<file path="config.mk">
export PLATFORM = sky130hd
export DESIGN_NAME = mem_march
export DESIGN_NICKNAME = d
export VERILOG_FILES = /design/src/pkg/chan_sync_pkg.sv /design/src/logic/mem_march.sv
export SDC_FILE = /design/constraint.sdc
export NUM_CORES = 1
export LEC_CHECK = 0
export BUFFER_PORTS_ARGS = -buffer_cell sky130_fd_sc_hd__buf_2
export CORE_ASPECT_RATIO = 0.9
export CORE_MARGIN = 4
export CORE_UTILIZATION = 44
export DETAILED_ROUTE_END_ITERATION = 8
export PLACE_DENSITY = 0.67
export RECOVER_POWER = 100
export SETUP_SLACK_MARGIN = 0.15
export SLEW_MARGIN = 15
export SYNTH_ARGS = -nofsm -noshare
export SYNTH_HDL_FRONTEND = slang
export SYNTH_SLANG_ARGS = --single-unit
</file>
<file path="constraint.sdc">
create_clock -name clock -period 1.64 [get_ports clock]
set_input_delay 0.164 -clock clock [delete_from_list [all_inputs] [get_ports clock]]
set_output_delay 0.164 -clock clock [all_outputs]
set_load 0.01 [all_outputs]
</file>
<file path="src/pkg/chan_sync_pkg.sv">
// Constants and types shared by the channel start and self-test logic.
// Assumes one 100 MHz master clock and an active-low asynchronous reset.
package chan_sync_pkg;
    // ========================================================
    // Sizes
    localparam int CHANNELS = 4;
    localparam int SYNC_PINS = 4;
    localparam int HOLD_W = 16;
    localparam int COUNT_W = 20;
    localparam int SIG_W = 16;
    localparam int MADDR_W = 8;
    localparam int MDATA_W = 16;
    localparam int RDATA_W = 20;
    // ========================================================
    // External (direct) register addresses
    localparam logic [7:0] EXT_SLEEP = 8'h03;
    localparam logic [7:0] EXT_PIN_SYNC = 8'h04;
    localparam logic [7:0] EXT_SYNC = 8'h05;
    // ========================================================
    // Channel register offsets
    localparam logic [7:0] REG_START_HOLDOFF = 8'h83;
    localparam logic [7:0] REG_SIG_A = 8'hA5;
    localparam logic [7:0] REG_SIG_B = 8'hA6;
    localparam logic [7:0] REG_PATH_TEST = 8'hA7;
    localparam logic [7:0] REG_MEM_TEST = 8'hA8;
    localparam logic [7:0] REG_TEST_SOURCE = 8'hA9;
    // ========================================================
    // Field positions
    localparam int SYNC_SOFT_BIT = 4;
    localparam int SYNC_START_BIT = 5;
    localparam int PIN_START_BIT = 5;
    localparam int MEM_BUSY_BIT = 0;
    localparam int MEM_CFAIL_BIT = 1;
    localparam int MEM_DFAIL_BIT = 2;
    localparam int MEM_ENABLE_BIT = 0;
    localparam int SRC_SINE_BIT = 6;
    localparam int SRC_PRN_BIT = 7;
    // ========================================================
    // Reset values and polynomials
    localparam logic [3:0] SLEEP_RESET = 4'hF;
    localparam logic [15:0] PRN_SEED = 16'hACE1;
    localparam logic [15:0] PRN_TAPS = 16'hB400;
    localparam logic [15:0] SIG_TAPS = 16'h8016;
    // ========================================================
    // Timing in master clock cycles, and the clock period in ns
    localparam int CLOCK_PERIOD_NS = 10;
    localparam int SOFT_SYNC_LATENCY = 6;
    localparam int PIN_SYNC_LATENCY = 3;
    localparam int SOFT_PIPE = SOFT_SYNC_LATENCY;
    localparam int MEM_TEST_WAIT = 1600;
    // ========================================================
    // Types
    typedef enum logic [1:0] {SRC_EXTERNAL, SRC_PRN, SRC_SINE} test_src_t;
    typedef enum logic [2:0] {
        MARCH_IDLE, MARCH_WRITE, MARCH_READ, MARCH_WRITE_INV, MARCH_READ_INV
    } march_state_t;
endpackage

</file>
<file path="src/logic/mem_march.sv">
// Write/read-back march test of one synchronous memory.
// Assumes the memory returns read data one clock after the address.
`timescale 1ns/1ps
`default_nettype none
module mem_march (
    input wire logic clock,
    input wire logic reset_n,
    input wire logic start,
    output logic busy,
    output logic fail,
    output logic [7:0] mem_addr,
    output logic mem_we,
    output logic [15:0] mem_wdata,
    input wire logic [15:0] mem_rdata
);
    typedef struct packed {
        chan_sync_pkg::march_state_t st;
        logic [7:0] addr;
        logic chk1;
        logic chk2;
        logic [15:0] exp1;
        logic [15:0] exp2;
        logic fail;
        logic [7:0] maddr;
        logic we;
        logic [15:0] wdata;
    } march_t;

    march_t s;
    march_t n;

    function automatic logic [15:0] pattern(input logic [7:0] a, input logic inv);
        pattern = inv ? ~{a, ~a} : {a, ~a};
    endfunction

    // ========================================================
    // Sequencer
    always_comb begin
        n = s;
        n.we = 1'b0;
        n.chk1 = 1'b0;
        n.chk2 = s.chk1;
        n.exp2 = s.exp1;
        if (s.chk2 && mem_rdata != s.exp2) begin
            n.fail = 1'b1; // RQ4
        end
        unique case (s.st)
            chan_sync_pkg::MARCH_IDLE: begin
                // Pending compares land before a restart clears the flag
                if (start && !s.chk1 && !s.chk2) begin
                    n.st = chan_sync_pkg::MARCH_WRITE;
                    n.addr = '0;
                    n.fail = 1'b0;
                end
            end
            chan_sync_pkg::MARCH_WRITE, chan_sync_pkg::MARCH_WRITE_INV: begin
                n.we = 1'b1;
                n.maddr = s.addr;
                n.wdata = pattern(s.addr, s.st == chan_sync_pkg::MARCH_WRITE_INV);
                n.addr = s.addr + 8'h01;
                if (s.addr == 8'hFF) begin
                    n.st = (s.st == chan_sync_pkg::MARCH_WRITE) ? chan_sync_pkg::MARCH_READ
                        : chan_sync_pkg::MARCH_READ_INV;
                end
            end
            chan_sync_pkg::MARCH_READ, chan_sync_pkg::MARCH_READ_INV: begin
                n.maddr = s.addr;
                n.chk1 = 1'b1;
                n.exp1 = pattern(s.addr, s.st == chan_sync_pkg::MARCH_READ_INV);
                n.addr = s.addr + 8'h01;
                if (s.addr == 8'hFF) begin
                    n.st = (s.st == chan_sync_pkg::MARCH_READ) ? chan_sync_pkg::MARCH_WRITE_INV
                        : chan_sync_pkg::MARCH_IDLE;
                end
            end
            default: n.st = chan_sync_pkg::MARCH_IDLE;
        endcase
    end

    always_ff @(posedge clock or negedge reset_n) begin
        if (!reset_n) begin
            s <= '0;
        end else begin
            s <= n;
        end
    end

    // Busy covers the read pipeline so the last compare lands first
    assign busy = (s.st != chan_sync_pkg::MARCH_IDLE) || s.chk1 || s.chk2; // RQ3
    assign fail = s.fail;
    assign mem_addr = s.maddr;
    assign mem_we = s.we;
    assign mem_wdata = s.wdata;

    // ========================================================
    // Checks
    a_start_busy: assert property (@(posedge clock) disable iff (!reset_n) // RQ3
        start && !busy |=> busy [*8])
        else $error("memory test did not report busy after start");
    a_result_stable: assert property (@(posedge clock) disable iff (!reset_n) // RQ4
        !busy && !start |=> $stable(fail))
        else $error("memory result changed while idle");
endmodule
`default_nettype wire

</file>
# After elaboration in Yosys (flattened, before gate mapping)
# Cells that the tools add are included.
# Widths: inputs -> output; s select.
classes:
  bitwise_logic: 2
  mux: 14
  n_reduce_logical: 15
  n_eq_ne: 9
  n_addsub: 1
op_table:
  columns: ["cell", "n"]
  rows:
  - ["$mux 16", 2]
  - ["$mux 17", 1]
  - ["$ne 16x16->1", 1]
  - ["$not 16->16", 1]
  - ["$pmux 8 s2", 1]
  - ["$mux 11", 1]
  - ["$mux 3", 3]
  - ["$pmux 3 s3", 1]
  - ["$add 8x1->8 const B", 1]
  - ["$eq 8x8->1 const B", 1]
  - ["$not 8->8", 1]
  - ["$eq 3x2->1 const B", 2]
  - ["$ne 2x2->1 const B", 3]
  - ["$mux 1", 4]
  - ["$reduce_or 2->1", 2]
  - ["$reduce_or 4->1", 1]
  - ["$eq 3x1->1 const B", 1]
  - ["$eq 3x3->1 const B", 1]
  - ["$logic_and 1x1->1", 3]
  - ["$logic_not 3->1", 1]
  - ["$reduce_and 3->1", 1]
  - ["$reduce_bool 3->1", 1]
  - ["$logic_not 1->1", 2]
  - ["$logic_or 1x1->1", 2]
  - ["other kinds (3)", 3]
totals:
  inputBits: 19
  elab_cells: 51
  regBits: 71

# Logic depth before layout (Yosys ltp)
depth:
  word_depth: 5
  mapped_depth: 7

# Worst setup path after synthesis
# No wires, ideal clock.
synth_path:
  path_type: "reg2reg"
  from: "reg s[69] (netlist bit)"
  to: "reg s[63] (netlist bit)"
  t_required_ps: 1519
  setup_ps: 121
  setup_slack_ps: 32
  stages_incl_launch_ff: 7
  period_less_slack_ps: 1608
  arrival_ps: 1487
  path_buffers: 2
  cell_sequence: "dfrtp_1 -> buf_6 -> or3_4 -> buf_6 -> and2_4 -> a21o_1 -> a22o_1"
synth_between:
  elab_chain_cells: 4
  word_cells_on_any_way: 10
synth_lines:
  columns: ["element", "line_no", "rtl"]
  rows:
  - ["from (decl)", "mem_march.sv:29", "march_t s;"]
  - ["from (signal assigned)", "mem_march.sv:84", "s <= n;"]
  - ["$eq 3x2->1, or another cell as far along", "mem_march.sv:47", "unique case (s.st)"]
  - ["$reduce_or 4->1 (no source line)", null, null]
  - ["$reduce_bool 2->1 (no source line)", null, null]
  - ["$reduce_and 2->1 (no source line)", null, null]
# Parallel ways exist; a longest one is shown, timed or not.
# A chain may end at the register's enable or synchronous reset.

# Final worst setup path
layout_path:
  from: "reg s[70] (netlist bit)"
  to: "out busy"
layout_between:
  elab_chain_cells: 3
layout_lines:
  columns: ["element", "line_no", "rtl"]
  rows:
  - ["$reduce_bool 3->1", "mem_march.sv:89", "assign busy = (s.st != chan_sync_pkg::MARCH_IDLE) || s.chk1 || s.chk2;"]
  - ["$logic_or 1x1->1 (2 in series)", "mem_march.sv:89", null]
  - ["to (decl)", "mem_march.sv:9", "output logic busy,"]
# Every way passes these cells.

==> out/qor.yml <==
dr.first_iter.drc_count: 72
cap_viol_max_count: 0
min_from: "start"
yosysUniqueCellTypes: 44
dpl_cell_area_um2: 3250
dr.pass1.iters: 4
ant_nets: 0
place.detailed.hpwl_mm: 4.00
gp_congestion: 0.842
status: "finished with violations"
max_freq_ghz: 0.558
p_sw_share_pct: 32.1
crit_fanout: 2
tightestPinTransition_ns: 0.921
vias: 2070
fin_ws_ns: -0.152
syn_area_um2: 3060
synth_area_leader_cell: "dfrtp_1"
antenna_cells: 0
p_seq_share_pct: 45.5
power_switching_uw: 1680
hp-class: "input port to flop"
synth_top_area_share_pct: 58.1
period_needed_ns: 1.79
synth-main-ff-cell: "dfrtp_1"
cts_tree: "yes"
syn_inst: 279
ys_ff_latch: 71
clk_latency_ns: 0.35
syn_nets: 299
reg2reg_from: "s[70]"
synthTopCellsByArea: "dfrtp_1 (58%), nand2_1 (8.0%), buf_4 (5.9%)"
worst-setup-path-type: "flop to output pin"
io_buffers: 45
synth_common_cells: "dfrtp_1 (71), nand2_1 (65), buf_4 (24)"
r2r_cells: 6
die_x_um: 95.9
totalWireLength_mm: 6.26
clkPwrFrac_pct: 28.9
start_util_pct: 46.0
fin_crit_sh_pct: 109
setup_viol: 11
routedWlPerCell_um: 15.0
hold_depth: 4
startpoint_type: "flop"
dieArea_um2: 8360
slew_viol_final: 0
die_y_um: 87.1
ios: 46
htreeDepth: 3
grt_usage_pct: 15.0
grt_max_degree: 72
synth_edf_count: 0
row_count: 28
end_kind: "output pin"
syn2layout_area_growth_pct: 22.6
numCtsBuffers: 9
clockBufferDepth: 2
async_flop_share_pct: 100
overflow: 0
avgSynthCellArea_um2: 11.0
crit_required_ns: 1.48
root_buffer: "clkbuf_8"
p_int_uw: 3560
leakage_uw: 0.00184
viasPerCell: 4.95
finClkSkew_ns: 0.0138
clk_pin_slew_worst_paths_ns: 0.08
coreArea_um2: 6660
layout.nets: 344
powerDensity_nw_per_um2: 1400
finalHoldViolCount: 0
drcViolationCount: 0
grt_pass1_wl_mm: 9.42
slew_headroom_pct: 38.6
violations: "negative setup slack"
grt_pass1_vias: 1948
comb_power_share_pct: 25.6
antenna_found_initial: 0
yosysWarnings: 0
ir_worst_vdd_mv: 0.712
worstHoldEndpoint: "fail"
ys_seq_area_share_pct: 58.1
yosysMostFrequentCell: "dfrtp_1"
clock_sinks: 71
rr_endpoint: "s[63]"
drive_gt1_share_pct: 28.0
final_cell_area_um2: 3750
cp.arrival_ns: 1.63
fin_util_pct: 56.4
rsz0062_at_grt: "yes"
rrSetupSlack_ns: -0.10
placed cells by master (no fill, tap or decap), types with 2 or more instances in the layout:
cell type  count
buf_8          2
nor2_1         6
nand2_1       55
a22o_1         3
inv_1          4
o211ai_1       2
xnor2_1        4
buf_6          3
bufinv_16      2
clkbuf_1      28
nand3_1        2
nor4_1         4
o21ai_0        8
nand4_1        2
xor2_1        17
o31ai_1        2
or4_4          2
o21ai_4        2
xnor2_2        5
clkbuf_8      10
nand2_4        6
o21a_1        16
buf_2         20
buf_4         15
dfrtp_1       71
o21ai_1        2
a21oi_2        2
nand2_2        5
cell type report:
class                   count  area (um2)
well taps                  90         113
clock inverters             3        67.6
repair buffers             70         437
inverters                   4        15.0
clock buffers              12         145
flip-flops and latches     71        1780
fillers                   577        2900
multi-input cells         168        1200
what timing repair did:
item,CTS,global route
endpoints found under the setup margin,4,23
gates cloned,0,2
pin swaps,8,10
hold buffers,1,0
resized for setup,6,43
hold endpoints to repair,71,0
setup buffers,6,4
flip-flops by register name, summed over array words and instances, names as in the netlist:
name	cells
s	28
n	17
mem_wdata	16
mem_addr	8
fail	1
mem_we	1
cell families (layout without fill, tap and decap cells):
group / count (synthesis) / after routing / synth area share (%)
AND/OR/NAND/NOR: 96 / 96 / 14.4
flip-flops: 71 / 71 / 58.1
AO/OA/AOI/OAI: 43 / 43 / 10.1
buffers and inverters: 40 / 89 / 8.79
XOR/XNOR: 27 / 27 / 7.97
adder cells (fa/ha/maj): 1 / 1 / 0.409
multiplexers: 1 / 1 / 0.327
worst max-delay path by stage:
stage	startpoint	endpoint	slack, ns	cells after the start
CTS	s[70]	busy	-0.14	3
global route	s[70]	busy	-0.19	3
finish	s[70]	busy	-0.15	3
floorplan	s[69]	s[63]	0.05	6
global placement	s[68]	s[63]	0.13	4
detailed placement	n[58]	s[67]	0.09	4
per-stage QoR:
step	cells	hold slack, ns	TNS (ns)	power, uW	setup WS [ns]
final	418	0.341	-0.562	5240	-0.152
after global routing	418	0.346	-1.76	5550	-0.191
after CTS	412	0.319	-0.145	5120	-0.145
after detailed placement	390	0.217	0	3590	0.0874
after global placement	390	0.216	0	3560	0.126
after floorplan	279	-0.132	0	3390	0.0503
per-layer routing:
layer	share of wire (%)	vias up	global-route usage, %	wire length, um
li1	-	990	-	-
met5	0	-	0	0
met3	5.5	13	3.80	345
met4	2.2	0	7.36	140
met2	47	49	22.0	2920
met1	46	1018	20.6	2850
worst max-delay path: stages, from the launching register on:
cell and delay, ns:
dfrtp_1 0.42, or3_4 0.39, or3_1 0.32, buf_2 0.15
power by group through the flow:
| stage | sequential [uW] | combinational, uW | clock (uW) |
|---|---|---|---|
| finish | 2380 | 1340 | 1510 |
| global route | 2430 | 1490 | 1630 |
| CTS | 2340 | 1230 | 1540 |
| detailed placement | 2380 | 1210 | 0 |
| global placement | 2370 | 1190 | 0 |
| floorplan | 2280 | 1110 | 0 |
Note: power is estimated with default switching activity, not from simulation.
